## src/dclfm_pkg.sv

```systemverilog
// What this block does
// - Each counter is steered by load, latch, clear and enable controls.
// - External mode: two controls from pins, other two from host bits.
// - Counter one uses inputs three and four, counter two seven and eight.
// - Clear high forces count to zero and holds it there.
// - Load high, with clear low, forces and holds the preset; counting resumes from it.
// - Outside frequency mode, count events advance the counter only while enable is high.
// - Rising latch edge copies the count to the snapshot, count undisturbed.
// - Snapshot holds until the next rising latch edge.
// - Inputs one to four serve counter A, five to eight counter B.
// - Host writes 32-bit preset per counter; load transfers it in.
// - Each counter's latched snapshot is readable by the host.
// - Live count, or latest frequency, readable per channel as one 32-bit word.
// - Mode and configuration writes take effect only while override mask set.
// - Frequency mode measures clock A, clock B, or both alternately.
// - Frequency gate state readable as a status bit.
// - Frequency measurements repeat automatically, updating latest results.
// - Time base of 10,000,000 ticks gives one second gate, result in hertz.
// - Count wraps at zero downward and at full range upward.
// - Timer mode counts internal 10 MHz ticks instead of the clock pin.
package dclfm_pkg;

  // Clocking and internal time base
  localparam int unsigned CLK_HZ   = 125_000_000;
  localparam int unsigned TICK_HZ  = 10_000_000;
  localparam int unsigned TICK_GCD = 5_000_000;
  localparam logic [5:0]  TICK_STEP = 6'(TICK_HZ / TICK_GCD);
  localparam logic [5:0]  TICK_MOD  = 6'(CLK_HZ / TICK_GCD);

  // Register byte addresses
  localparam logic [7:0] A_OPTION   = 8'h00;
  localparam logic [7:0] A_LIVE_A   = 8'h04;
  localparam logic [7:0] A_LIVE_B   = 8'h08;
  localparam logic [7:0] A_SNAP_A   = 8'h0C;
  localparam logic [7:0] A_SNAP_B   = 8'h10;
  localparam logic [7:0] A_PRESET_A = 8'h14;
  localparam logic [7:0] A_PRESET_B = 8'h18;
  localparam logic [7:0] A_PULSE_AC = 8'h1C;
  localparam logic [7:0] A_PULSE_AO = 8'h20;
  localparam logic [7:0] A_PULSE_BC = 8'h24;
  localparam logic [7:0] A_PULSE_BO = 8'h28;
  localparam logic [7:0] A_CONTROL  = 8'h2C;
  localparam logic [7:0] A_CFG_A    = 8'h30;
  localparam logic [7:0] A_CFG_B    = 8'h34;
  localparam logic [7:0] A_FREQ_CFG = 8'h38;
  localparam logic [7:0] A_STATUS   = 8'h3C;

  // Field positions and values
  localparam int unsigned CTL_ONE_LSB = 0;
  localparam int unsigned CTL_TWO_LSB = 4;
  localparam int unsigned CTL_MASK    = 8;
  localparam logic [15:0] OPTION_NUMBER = 16'h0001;
  localparam logic [1:0]  FN_LATCH  = 2'h0;
  localparam logic [1:0]  FN_LOAD   = 2'h1;
  localparam logic [1:0]  FN_CLEAR  = 2'h2;
  localparam logic [1:0]  FN_ENABLE = 2'h3;
  localparam logic [1:0]  SEL_A     = 2'h0;
  localparam logic [1:0]  SEL_B     = 2'h1;
  localparam logic [1:0]  SEL_ALT   = 2'h2;
  localparam logic [5:0]  CFG_RST   = 6'h00;
  localparam logic [2:0]  FCFG_RST  = 3'h0;

  // Control group: bit 0 latch, 1 load, 2 clear, 3 enable
  typedef struct packed {
    logic enable;
    logic clear;
    logic load;
    logic latch;
  } dclfm_ctrl_t;

  // Per-counter configuration
  typedef struct packed {
    logic       timer;
    logic [1:0] fn_hi;
    logic [1:0] fn_lo;
    logic       ext;
  } dclfm_cfg_t;

  // Frequency mode configuration
  typedef struct packed {
    logic [1:0] sel;
    logic       en;
  } dclfm_fcfg_t;

  typedef enum logic [1:0] {FM_IDLE, FM_GATE, FM_STORE} dclfm_fm_t;

  // Whole block state
  typedef struct packed {
    logic [7:0]       sync1;
    logic [7:0]       sync2;
    logic [7:0]       sync3;
    logic [7:0]       filt;
    logic [7:0]       filt_d;
    logic [5:0]       acc;
    dclfm_ctrl_t      ctl1;
    dclfm_ctrl_t      ctl2;
    logic             mask;
    dclfm_cfg_t [1:0] cfg;
    dclfm_fcfg_t      fcfg;
    logic [1:0][31:0] preset;
    logic [1:0][31:0] cnt;
    logic [1:0][31:0] snap;
    logic [1:0][31:0] freq;
    logic [1:0]       latch_d;
    dclfm_fm_t        fm;
    logic             fm_ch;
    logic [31:0]      rdata;
  } dclfm_state_t;

endpackage : dclfm_pkg

```

## src/dclfm_top.sv

```systemverilog
// The implementer's own choices: the plain strobed port and the placing of the registers.
`timescale 1ns/100ps
`default_nettype none
module dclfm_top
  import dclfm_pkg::*;
(
  input  wire logic        REF_CLK_I,  // 125 MHz clock
  input  wire logic        RST_N_I,    // Async reset, active low
  input  wire logic [7:0]  IN_I,       // External inputs 1..8 on bits 0..7
  input  wire logic [7:0]  ADDR_I,     // Register byte address
  input  wire logic [31:0] WDATA_I,    // Write data
  input  wire logic        WR_I,       // Write strobe
  input  wire logic        RD_I,       // Read strobe
  output logic      [31:0] RDATA_O     // Read data, cycle after RD_I
);

  dclfm_state_t st_reg;
  dclfm_state_t st_next;

  // Merge host bits with the two pin-driven functions
  function automatic dclfm_ctrl_t dclfm_eff_ctrl(input dclfm_ctrl_t host,
                                                 input dclfm_cfg_t  cfg,
                                                 input logic [1:0]  pins);
    dclfm_ctrl_t c;
    logic [1:0]  fn;
    c = host;
    if (cfg.ext) begin
      for (int k = 0; k < 2; k++) begin
        fn = (k == 0) ? cfg.fn_lo : cfg.fn_hi;
        case (fn)
          FN_LATCH: c.latch  = pins[k];
          FN_LOAD:  c.load   = pins[k];
          FN_CLEAR: c.clear  = pins[k];
          default:  c.enable = pins[k];
        endcase
      end
    end
    return c;
  endfunction : dclfm_eff_ctrl

  // Next-state logic for the whole block
  always_comb begin
    dclfm_ctrl_t c [2];
    logic        tick;
    logic [5:0]  sum;
    logic        ev;
    logic        up;
    logic        lat_rise;
    logic [31:0] tb;
    logic        edge_sel;
    st_next = st_reg;
    c[0] = '0;
    c[1] = '0;
    sum = 6'h00;
    tick = 1'b0;
    ev = 1'b0;
    up = 1'b0;
    lat_rise = 1'b0;
    tb = 32'h0000_0000;
    edge_sel = 1'b0;

    // Three-stage sync; a level counts once stages two and three agree
    st_next.sync1  = IN_I;
    st_next.sync2  = st_reg.sync1;
    st_next.sync3  = st_reg.sync2;
    st_next.filt   = (~(st_reg.sync2 ^ st_reg.sync3) & st_reg.sync3)
                   | ((st_reg.sync2 ^ st_reg.sync3) & st_reg.filt);
    st_next.filt_d = st_reg.filt;

    // 10 MHz tick from 125 MHz by fractional accumulation, jitter of one cycle
    sum = st_reg.acc + TICK_STEP;
    if (sum >= TICK_MOD) begin
      st_next.acc = sum - TICK_MOD;
      tick = 1'b1;
    end else begin
      st_next.acc = sum;
    end

    // Effective controls per counter, pins 3,4 for A and 7,8 for B
    c[0] = dclfm_eff_ctrl(st_reg.ctl1, st_reg.cfg[0], st_reg.filt[3:2]);
    c[1] = dclfm_eff_ctrl(st_reg.ctl2, st_reg.cfg[1], st_reg.filt[7:6]);

    if (!st_reg.fcfg.en) begin
      st_next.fm    = FM_IDLE;
      st_next.fm_ch = (st_reg.fcfg.sel == SEL_B);
      for (int i = 0; i < 2; i++) begin
        // Clock on the first pin of the group, direction on the second
        ev = st_reg.cfg[i].timer ? tick
                                 : (st_reg.filt[4*i] & ~st_reg.filt_d[4*i]);
        up = st_reg.filt[4*i+1];
        if (c[i].clear) begin
          st_next.cnt[i] = 32'h0000_0000;
        end else if (c[i].load) begin
          st_next.cnt[i] = st_reg.preset[i];
        end else if (c[i].enable && ev) begin
          // Plain 32-bit add and subtract wrap at both ends
          st_next.cnt[i] = up ? st_reg.cnt[i] + 32'h0000_0001
                              : st_reg.cnt[i] - 32'h0000_0001;
        end
        lat_rise = c[i].latch & ~st_reg.latch_d[i];
        if (lat_rise) begin
          st_next.snap[i] = st_reg.cnt[i];
        end
        st_next.latch_d[i] = c[i].latch;
      end
    end else begin
      // Counter A times the gate, counter B counts input edges
      tb = (st_reg.preset[st_reg.fm_ch] == 32'h0000_0000)
         ? 32'h0000_0001 : st_reg.preset[st_reg.fm_ch];
      edge_sel = st_reg.fm_ch ? (st_reg.filt[4] & ~st_reg.filt_d[4])
                              : (st_reg.filt[0] & ~st_reg.filt_d[0]);
      case (st_reg.fm)
        FM_IDLE: begin
          st_next.cnt = '0;
          st_next.fm  = FM_GATE;
        end
        FM_GATE: begin
          if (tick) begin
            st_next.cnt[0] = st_reg.cnt[0] + 32'h0000_0001;
          end
          if (edge_sel) begin
            st_next.cnt[1] = st_reg.cnt[1] + 32'h0000_0001;
          end
          // One tick is 100 ns, so a one-second base reads out hertz
          if (tick && (st_reg.cnt[0] >= tb - 32'h0000_0001)) begin
            st_next.fm = FM_STORE;
          end
        end
        FM_STORE: begin
          st_next.freq[st_reg.fm_ch] = st_reg.cnt[1];
          st_next.fm_ch = (st_reg.fcfg.sel == SEL_ALT) ? ~st_reg.fm_ch
                                                       : (st_reg.fcfg.sel == SEL_B);
          st_next.fm = FM_IDLE;
        end
        default: st_next.fm = FM_IDLE;
      endcase
    end

    // Register writes
    if (WR_I) begin
      case (ADDR_I)
        A_PRESET_A: st_next.preset[0] = WDATA_I;
        A_PRESET_B: st_next.preset[1] = WDATA_I;
        A_CONTROL: begin
          st_next.ctl1 = WDATA_I[CTL_ONE_LSB +: 4];
          st_next.ctl2 = WDATA_I[CTL_TWO_LSB +: 4];
          st_next.mask = WDATA_I[CTL_MASK];
        end
        // Setup stays frozen unless the override mask is set
        A_CFG_A: begin
          if (st_reg.mask) begin
            st_next.cfg[0] = WDATA_I[5:0];
          end
        end
        A_CFG_B: begin
          if (st_reg.mask) begin
            st_next.cfg[1] = WDATA_I[5:0];
          end
        end
        A_FREQ_CFG: begin
          if (st_reg.mask) begin
            st_next.fcfg = WDATA_I[2:0];
          end
        end
        default: ;  // Pulse times and read-only words are ignored
      endcase
    end

    // Read data stands only in the cycle after the strobe
    st_next.rdata = 32'h0000_0000;
    if (RD_I) begin
      case (ADDR_I)
        A_OPTION:   st_next.rdata = {16'h0000, OPTION_NUMBER};
        A_LIVE_A:   st_next.rdata = st_reg.fcfg.en ? st_reg.freq[0] : st_reg.cnt[0];
        A_LIVE_B:   st_next.rdata = st_reg.fcfg.en ? st_reg.freq[1] : st_reg.cnt[1];
        A_SNAP_A:   st_next.rdata = st_reg.snap[0];
        A_SNAP_B:   st_next.rdata = st_reg.snap[1];
        A_CFG_A:    st_next.rdata = {26'h000_0000, st_reg.cfg[0]};
        A_CFG_B:    st_next.rdata = {26'h000_0000, st_reg.cfg[1]};
        A_FREQ_CFG: st_next.rdata = {29'h0000_0000, st_reg.fcfg};
        A_STATUS:   st_next.rdata = {30'h0000_0000, st_reg.fm_ch,
                                     (st_reg.fm == FM_GATE)};
        default:    st_next.rdata = 32'h0000_0000;
      endcase
    end
  end

  // State register
  always_ff @(posedge REF_CLK_I or negedge RST_N_I) begin
    if (!RST_N_I) begin
      st_reg        <= '0;
      st_reg.cfg[0] <= CFG_RST;
      st_reg.cfg[1] <= CFG_RST;
      st_reg.fcfg   <= FCFG_RST;
    end else begin
      st_reg <= st_next;
    end
  end

  assign RDATA_O = st_reg.rdata;

endmodule : dclfm_top
`default_nettype wire

```

## config.mk

```make
export PLATFORM = sky130hd
export DESIGN_NAME = dclfm_top
export DESIGN_NICKNAME = d
export VERILOG_FILES = /design/src/dclfm_pkg.sv /design/src/dclfm_top.sv
export SDC_FILE = /design/constraint.sdc
export NUM_CORES = 1
export LEC_CHECK = 0
export BUFFER_PORTS_ARGS = -buffer_cell sky130_fd_sc_hd__buf_2
export CORE_ASPECT_RATIO = 1.75
export CORE_MARGIN = 10
export CORE_UTILIZATION = 45
export CTS_BUF_LIST = sky130_fd_sc_hd__clkbuf_4
export DETAILED_ROUTE_END_ITERATION = 12
export GPL_TIMING_DRIVEN = 0
export SYNTH_ARGS = -nofsm -noshare
export SYNTH_HDL_FRONTEND = slang
export SYNTH_SLANG_ARGS = --single-unit
```

## constraint.sdc

```tcl
create_clock -name REF_CLK_I -period 7.2 [get_ports REF_CLK_I]
set_clock_uncertainty 0.15 [all_clocks]
set_input_delay 1.44 -clock REF_CLK_I [delete_from_list [all_inputs] [get_ports REF_CLK_I]]
set_output_delay 1.44 -clock REF_CLK_I [all_outputs]
set_load 0.005 [all_outputs]
```

# == Word level (Yosys, flattened, before mapping) ==
# Cells that the tools add are included.
# word_totals
regBits,360
in_bits,52
output_inout_bits,32
wordCells,169
# op_classes
add_sub_neg,7
magnitude_cmp,4
eq_ne,28
n_mux,50
n_bitwise,15
n_reduce_logical,28
# op_table
op,n
32-bit two-way mux,17
32-bit one-hot mux with 9 select lines,1
64-bit one-hot mux with 2 select lines,1
32-bit by 1-bit subtractor with 32-bit output (second input constant),3
32-bit by 1-bit adder with 32-bit output (second input constant),2
64-bit bitwise mux,1
64-bit two-way mux,1
8-bit by 6-bit equality test with 1-bit output (second input constant),5
32-bit demux with 1-bit select,1
32-bit >= comparator,1
32-bit zero test,1
8-bit by 5-bit equality test with 1-bit output (second input constant),3
1-bit two-way mux,22
8-bit bitwise AND,2
8-bit by 4-bit equality test with 1-bit output (second input constant),2
3-bit AND reduction,5
2-bit by 1-bit equality test with 1-bit output (second input constant),6
2-bit equality test (second input constant),6
2-bit AND reduction,6
3-bit OR reduction,4
2-bit zero test,5
3-bit inequality test (second input constant),3
8-bit by 3-bit equality test with 1-bit output (second input constant),1
8-bit zero test,1
19 further kinds,32

# == Depth between registers and ports, before layout ==
# Gate-level depths: netlist (run 1).
# logic_depth
depth_word,10
ltp_mapped,24
ltp_nobuf,20

# == Worst setup path after synthesis (run 1) ==
# Ideal clock, no wire load.
# synth_path
path_kind,reg2reg
start,reg st_reg[32] (netlist bit)
end,reg st_reg[34] (netlist bit)
setup_time_ns,0.135
t_arrival_ns,4.523
t_required_ns,6.915
path_slack_ns,2.392
stages_incl_launch_ff,24
n_path_buf,7
period_less_slack_ns,4.808
path_cell_list,dfrtp_1 buf_4 buf_2 buf_2 buf_2 buf_2 buf_2 and2_1 a211oi_1 ha_1 o221ai_1 or3_1 buf_2 nor4_4 nand2b_2 nor3_2 xor2_1 ha_1 nor2b_1 o21ai_0 o211ai_1 a221o_1 a21oi_1 nor3_1
# synth_between
elab_chain_len,8
# synth_lines
item,line_no,source
"start, declared",dclfm_top.sv:17,dclfm_state_t st_reg;
"start signal, assigned",dclfm_top.sv:196,st_reg <= st_next;
32-bit two-way mux (implied by the code) (*) (2 in a row),"dclfm_top.sv:108, dclfm_top.sv:109",
32-bit zero test,dclfm_top.sv:108,tb = (st_reg.preset[st_reg.fm_ch] == 32'h0000_0000)
32-bit two-way mux (*),dclfm_top.sv:109,? 32'h0000_0001 : st_reg.preset[st_reg.fm_ch];
32-bit by 1-bit subtractor with 32-bit output (*),dclfm_top.sv:125,if (tick && (st_reg.cnt[0] >= tb - 32'h0000_0001)) begin
32-bit >= comparator (*),dclfm_top.sv:125,
1-bit logical AND (*),dclfm_top.sv:125,
3-bit inequality test (no source line) (*),n/a,
# Every way passes the cells marked *; elsewhere a longest branch is shown, timed or not. The select of a mux whose other input is x is not followed.
# A chain may end at the register's enable or synchronous reset.

# == Worst setup path after layout (run 1) ==
# Ends and elaborated chain as after synthesis.

==> results of run 1 <==
-- through the flow --
step	hold WS, ps	cell area (µm²)
2_1_floorplan	181.2	21520
3_3_place_gp	181.5	22670
3_5_place_dp	184.7	22780
4_1_cts	195.7	23890
5_1_grt	203.7	23920
6_report	191.6	23930
-- critical path, cell delays in order (launching register included) --
cell and delay, ps:
dfrtp_1 420, buf_4 260, buf_2 400, buf_2 320, buf_2 410, buf_2 480
buf_2 450, mux2i_1 240, ha_1 230, o221ai_1 250, or3_1 410, buf_2 200
nor4_4 370, nand2b_2 150, nor3_2 210, xor2_1 190, ha_1 260, nor2b_1 130
o21ai_0 220, o211ai_1 160, a221o_1 300, a21oi_2 360, nor3_1 80
-- repair_timing --
action | 4_1_cts | 5_1_grt
endpoints found under the setup margin | 0 | 2
buffers inserted | 0 | 0
resized for setup | 0 | 1
endpoints found under the hold margin | 0 | 0
hold buffers | 0 | 0
-- routing by layer --
layer | vias up | global-route usage
li1 | 8470 | -
met1 | 9530 | 0.3186
met2 | 849 | 0.4992
met3 | 292 | 0.05025
met4 | 0 | 0.2329
met5 | - | 0
-- placed cells by master, fill, tap and decap left out, drive strengths merged, types with 25 or more instances in the layout --
cell type and instances:
dfrtp 357, clkbuf 246, mux2 223, buf 176
o21ai 154, nand2 150, nor2 119, a21oi 81
mux2i 77, nor3 70, xnor2 44, nand3 42
ha 41, inv 41, a221oi 40, nor4 38
nand4 35, nor2b 34, xor2 30, o22ai 26
and3 25
-- how the worst max path moves through the flow --
stage,start,end,slack [ps],cells past startpoint
2_1_floorplan,st_reg[32],st_reg[34],2390,23
3_3_place_gp,RST_N_I,st_next[351],-2580,1
3_5_place_dp,st_reg[32],st_reg[33],130,22
4_1_cts,st_reg[32],st_reg[33],100,22
5_1_grt,st_reg[32],st_reg[34],120,22
6_report,st_reg[32],st_reg[34],340,22
-- final cells by class --
| type | instances | area, µm² |
|---|---|---|
| diodes | 4 | 10.01 |
| clock buffers | 129 | 968.4 |
| well taps | 594 | 743.2 |
| clock inverters | 25 | 137.6 |
| multi-input cells | 1575 | 11500 |
| flip-flops and latches | 357 | 8934 |
| inverters | 39 | 146.4 |
| fillers | 4557 | 23690 |
| repair buffers | 88 | 529.3 |
| plain buffers | 205 | 959.7 |
-- kinds of logic (layout without fill, tap and decap cells) --
family,after synthesis,in the layout,synth area share
xor+xnor,74,74,0.03012
simple gates,637,637,0.1615
fa+ha+maj,49,49,0.02756
other cells,0,4,0
buf+inv,244,486,0.05141
compound gates,515,515,0.1617
flops,357,357,0.4152
mux,300,300,0.1525
-- power groups by stage --
stage | clock network (mW) | registers (mW) | logic [mW]
after floorplan | 0 | 2.16 | 0.723
after global placement | 0 | 2.20 | 1.04
after detailed placement | 0 | 2.21 | 1.05
after CTS | 1.79 | 2.17 | 1.06
after global routing | 1.88 | 2.18 | 1.18
final | 1.75 | 2.18 | 1.08
==> metrics.md, run 1 <==
| Metric | Value |
|---|---|
| GRT Util Overall | `0.2947` |
| Final core utilization | `0.5025` |
| Vias in the first global route | `19880` |
| Die ar. | `57300 µm²` |
| Startpoint Class | `register` |
| Fin cells | `3016` |
| Met1 WL | `30210 µm` |
| Clk buf depth | `3` |
| Max reg flops | `301` |
| RD Place Congestion | `1.086` |
| FF-to-FF setup slack | `340 ps` |
| Setup TNS | `0 ps` |
| Vias per cell | `6.346` |
| Clk Latency, worst-skew pair | `860 ps` |
| Post-place setup slack | `134.6 ps` |
| Worst Hold End | `st_next[339]` |
| Sw frac | `0.3313` |
| Grt ovf | `0` |
| Die Span Y | `309.3 µm` |
| Status | `complete, no violations` |
| Area share of the largest cell type after synthesis | `0.4152` |
| WL met2 | `41520 µm` |
| Final Cycle Share | `0.9525` |
| Nets | `2450` |
| Placed cell count | `2857` |
| DRT antenna net count | `0` |
| Period minus WS final | `6858 ps` |
| Synthesized cell area | `21520 µm²` |
| WL per Instance | `27.81 µm` |
| Placeable Area | `47610 µm²` |
| Max layer used | `met4` |
| Via Count | `19140` |
| Pint | `3.346 mW` |
| Worst Setup End Kind | `register` |
| Maxcap violations | `0` |
| Setup Viol. Count Final | `0` |
| First-pass GRT wire length | `125200 µm` |
| Number of H-tree levels | `3` |
| I/O pin count | `84` |
| Reg2Reg Depth | `22` |
| Final worst setup slack | `342.4 ps` |
| Synthesis warning total | `0` |
| Max IR drop VDD | `0.0001486 V` |
| Cells after Synth | `2176` |
| Post-Route WL | `83880 µm` |
| Cells on Worst Hold Path | `0` |
| Detail Placement HPWL | `64210 µm` |
| Crit-path max FO | `10` |
| Combinational Power Share | `0.216` |
| Leakage | `10.93 nW` |
| IO Port Bufs | `83` |
| Metal3 WL | `4986 µm` |
| CTS tree | `done` |
| Worst EP arrival | `7410 ps` |
| PD cells | `209.2 nW/µm²` |
| Mapped Nets | `2269` |
| Clock Pin Slew Worst Setup and Hold Paths | `70 ps` |
| Yosys cell types | `98` |
| Reg2reg start | `st_reg[32]` |
| Actual slew at the worst max-slew pin | `1474 ps` |
| Total CTS buffers | `91` |
| Maximum clock rate | `145.8 MHz` |
| # clock sinks | `357` |
| Slew Limit Fails | `0` |
| Pin count of the biggest net entering global routing | `114` |
| Avg Inst Size Synth | `9.888 µm²` |
| Post-synth EDFFs | `0` |
| Starting Density | `0.4519` |
| Overall power | `5.004 mW` |
| Clock share of power | `0.349` |
| Synthesis-to-layout area growth | `11.20%` |
| Hold path start | `st_next[347]` |
| Synth top cells by count | `dfrtp_1, mux2_2, nand2_1` |
| Dominant cell type by area after synthesis | `dfrtp_1` |
| DR iter-0 viols | `1654` |
| Net load switching power | `1.658 mW` |
| Initial antenna violation count | `1` |
| Ys async rst share | `1.000` |
| Slew HR | `0.01729` |
| Critical Path RT | `7760 ps` |
| Part of the power in registers | `0.435` |
| Post-synth top flop | `dfrtp_1` |
| RSZ-0062 raised after global routing | `no` |
| Critical path class | `register to register` |
| Critical R2R Capture | `st_reg[34]` |
| Count leader, synth | `dfrtp_1` |
| Final Hold Viols | `0` |
| Share of cells above drive strength 1 | `0.2270` |
| Top cells by area, synth | `dfrtp_1, mux2_2, mux2i_1` |
| Clk Tree Root Cell | `clkbuf_4` |
| TritonRoute pass-1 iters | `6` |
| Die width | `185.3 µm` |
| Register area share after synthesis | `0.4152` |
| Worst min path class | `register to register` |
| Synthesized flop and latch total | `357` |
| Drt drc | `0` |
| Num rows | `106` |
Note: power is estimated with default switching activity, not from simulation.
==> run 2: changes to the inputs <==
--- a/config.mk
+++ b/config.mk
@@ -8,10 +8,11 @@
 export BUFFER_PORTS_ARGS = -buffer_cell sky130_fd_sc_hd__buf_2
 export CORE_ASPECT_RATIO = 1.75
 export CORE_MARGIN = 10
-export CORE_UTILIZATION = 45
+export CORE_UTILIZATION = 57
 export CTS_BUF_LIST = sky130_fd_sc_hd__clkbuf_4
 export DETAILED_ROUTE_END_ITERATION = 12
 export GPL_TIMING_DRIVEN = 0
+export PLACE_DENSITY = 0.74
 export SYNTH_ARGS = -nofsm -noshare
 export SYNTH_HDL_FRONTEND = slang
 export SYNTH_SLANG_ARGS = --single-unit
==> constraint.sdc (replaced) <==
create_clock -name REF_CLK_I -period 7.2 [get_ports REF_CLK_I]
set_clock_uncertainty 0.15 [all_clocks]
set_input_delay 0 -clock REF_CLK_I [delete_from_list [all_inputs] [get_ports REF_CLK_I]]
set_output_delay 0 -clock REF_CLK_I [all_outputs]
set_load 0.005 [all_outputs]
==> metrics.md, run 2 (synthesis gave the netlist of run 1 again) <==
| Metric | Value |
|---|---|
| Status | `complete, no violations (unchanged)` |
| Post-place setup slack | `488.7 ps (was 134.6 ps)` |
| Nets | `2544 (was 2450)` |
| Num rows | `94 (was 106)` |
| PD cells | `203.5 nW/µm² (was 209.2 nW/µm²)` |
| Synthesis-to-layout area growth | `14.83% (was 11.20%)` |
| First-pass GRT wire length | `132400 µm (was 125200 µm)` |
| Slew Limit Fails | `0 (unchanged)` |
| Drt drc | `0 (unchanged)` |
| Net load switching power | `1.685 mW (was 1.658 mW)` |
| Fin cells | `2993 (was 3016)` |
| Pint | `3.343 mW (was 3.346 mW)` |
| Clk Latency, worst-skew pair | `820 ps (was 860 ps)` |
| Final Instance Area | `24710 µm² (was 23930 µm²)` |
| Slew HR | `0.04568 (was 0.01729)` |
| Combinational Power Share | `0.226 (was 0.216)` |
| Critical Path RT | `7670 ps (was 7760 ps)` |
| Worst EP arrival | `7450 ps (was 7410 ps)` |
| Hold path start | `RD_I (was st_next[347])` |
| Cells on Worst Hold Path | `3 (was 0)` |
| Final Hold Viols | `0 (unchanged)` |
| Multi-input logic area | `11480 µm² (was 11500 µm²)` |
| Pin count of the biggest net entering global routing | `128 (was 114)` |
| Sw frac | `0.3351 (was 0.3313)` |
| Setup repair bufs after CTS | `0 (unchanged)` |
| Fillers | `2992 (was 4557)` |
| Reg2reg start | `st_reg[32] (unchanged)` |
| Clock share of power | `0.341 (was 0.349)` |
| Worst min path class | `input port to register (was register to register)` |
| Die width | `166.9 µm (was 185.3 µm)` |
| Max reg flops | `301 (unchanged)` |
| RD Place Congestion | `1.068 (was 1.086)` |
| Actual slew at the worst max-slew pin | `1418 ps (was 1474 ps)` |
| Critical R2R Capture | `st_reg[34] (unchanged)` |
| Clk buf depth | `3 (unchanged)` |
| Post-Route WL | `89890 µm (was 83880 µm)` |
| FF-to-FF setup slack | `220 ps (was 340 ps)` |
| TritonRoute pass-1 iters | `6 (unchanged)` |
| Detail Placement HPWL | `64400 µm (was 64210 µm)` |
| Critical path class | `register to register (unchanged)` |
| Most frequent cells in the layout | `dfrtp_1, mux2_2, nand2_1, o21ai_0, nor2_1 (was dfrtp_1, mux2_2, nand2_1, o21ai_0, clkbuf_4)` |
| Final worst setup slack | `219.9 ps (was 342.4 ps)` |
| Placeable Area | `37520 µm² (was 47610 µm²)` |
| Clock Pin Slew Worst Setup and Hold Paths | `80 ps (was 70 ps)` |
| CTS tree | `done (unchanged)` |
| Worst Hold End | `RDATA_O[9] (was st_next[339])` |
| Period minus WS final | `6980 ps (was 6858 ps)` |
| Crit-path max FO | `10 (unchanged)` |
| Total CTS buffers | `87 (was 91)` |
| Die Span Y | `277.0 µm (was 309.3 µm)` |
| Vias in the first global route | `21050 (was 19880)` |
| Maxcap violations | `0 (unchanged)` |
| DRT antenna net count | `0 (unchanged)` |
| Via Count | `20600 (was 19140)` |
| Clk Tree Root Cell | `clkbuf_4 (unchanged)` |
| Hold slack | `68.34 ps (was 191.6 ps)` |
| Worst Setup End Kind | `register (unchanged)` |
| Share of cells above drive strength 1 | `0.2136 (was 0.2270)` |
| Placed cell count | `2741 (was 2857)` |
| RSZ-0062 raised after global routing | `no (unchanged)` |
| DR iter-0 viols | `2454 (was 1654)` |
| Final Cycle Share | `0.9695 (was 0.9525)` |
| # clock sinks | `357 (unchanged)` |
| Startpoint Class | `register (unchanged)` |
| GRT Util Overall | `0.3763 (was 0.2947)` |
| Max IR drop VDD | `0.0002448 V (was 0.0001486 V)` |
| Number of H-tree levels | `3 (unchanged)` |
| Setup Viol. Count Final | `0 (unchanged)` |
| I/O pin count | `84 (unchanged)` |
| Leakage | `11.29 nW (was 10.93 nW)` |
| Reg area | `8934 µm² (unchanged)` |
| Placed cell area | `22600 µm² (was 22780 µm²)` |
| Initial antenna violation count | `7 (was 1)` |
| Grt ovf | `0 (unchanged)` |
| Vias per cell | `6.884 (was 6.346)` |
| Maximum clock rate | `143.3 MHz (was 145.8 MHz)` |
| Part of the power in registers | `0.433 (was 0.435)` |
| Reg2Reg Depth | `22 (unchanged)` |
| IO Port Bufs | `83 (unchanged)` |
| Starting Density | `0.5735 (was 0.4519)` |
| WL per Instance | `30.03 µm (was 27.81 µm)` |
| Die ar. | `46220 µm² (was 57300 µm²)` |
| Commonest non-fill, non-tap cell in the layout | `dfrtp_1 (unchanged)` |
## run 2: cell count changes in the layout (fill, tap and decap cells not counted), moves of 2 or more
cell           change
clkbuf_4          -14
clkinv_2           +4
clkinvlp_4         +2
dlygate4sd3_1    +100
## run 2: final cells by class
type / instances / share of cell area
inverters: 39 / 0.005925
well taps: 480 / 0.02431
multi-input cells: 1575 / 0.4647
plain buffers: 205 / 0.03884
repair buffers: 186 / 0.06107
diodes: 4 / 0.0004051
clock inverters: 32 / 0.008204
clock buffers: 115 / 0.03494
flip-flops and latches: 357 / 0.3616
## run 2: power groups by stage
stage | registers (mW) | clock network (mW) | logic (mW)
after floorplan | 2.16 | 0 | 0.723
after global placement | 2.20 | 0 | 1.02
after detailed placement | 2.20 | 0 | 1.05
after CTS | 2.17 | 1.71 | 1.10
after global routing | 2.18 | 1.82 | 1.22
final | 2.18 | 1.71 | 1.14
## run 2: routing by layer
metal	part of all wire	wire length [µm]	global-route usage	vias to the layer above
met5	0.00012	11	0	-
met2	0.48	42790	0.6135	1457
li1	-	-	-	8670
met3	0.090	8132	0.07557	490
met4	0.094	8438	0.3088	2
met1	0.34	30520	0.4160	9984
## run 2: worst max path at each step
stage	start	to	slack, ps	depth (start not counted)
after global placement	RST_N_I	st_reg[194]	-770	1
final	st_reg[32]	st_reg[34]	220	22
after global routing	st_reg[32]	st_reg[34]	120	22
after CTS	st_reg[32]	st_reg[33]	480	22
after detailed placement	st_reg[32]	st_reg[34]	490	22
after floorplan	st_reg[32]	st_reg[34]	2390	23
## run 2: timing repair
item	4_1_cts	5_1_grt
gates resized for setup	0	0
hold endpoints to repair	358	0
hold buffers	101	0
## run 2: stage by stage
step                total power [mW]  utilization  setup TNS [ps]
global placement               3.223       0.6005         -259860
detailed placement             3.252       0.6024               0
finish                         5.028       0.6585               0
floorplan                      2.883            -               0
global route                   5.216       0.6584               0
CTS                            4.978       0.6583               0
## run 2: worst max-delay path, stage by stage (launching register included)
cell and delay [ps]:
dfrtp_1 420, buf_4 240, buf_2 350, buf_2 320
buf_2 420, buf_2 470, buf_2 420, mux2i_1 240
ha_1 230, o221ai_1 250, or3_1 430, buf_2 210
nor4_4 380, nand2b_2 150, nor3_2 220, xor2_1 180
ha_1 260, nor2b_1 130, o21ai_0 220, o211ai_1 140
a221o_1 280, a21oi_1 550, nor3_1 90
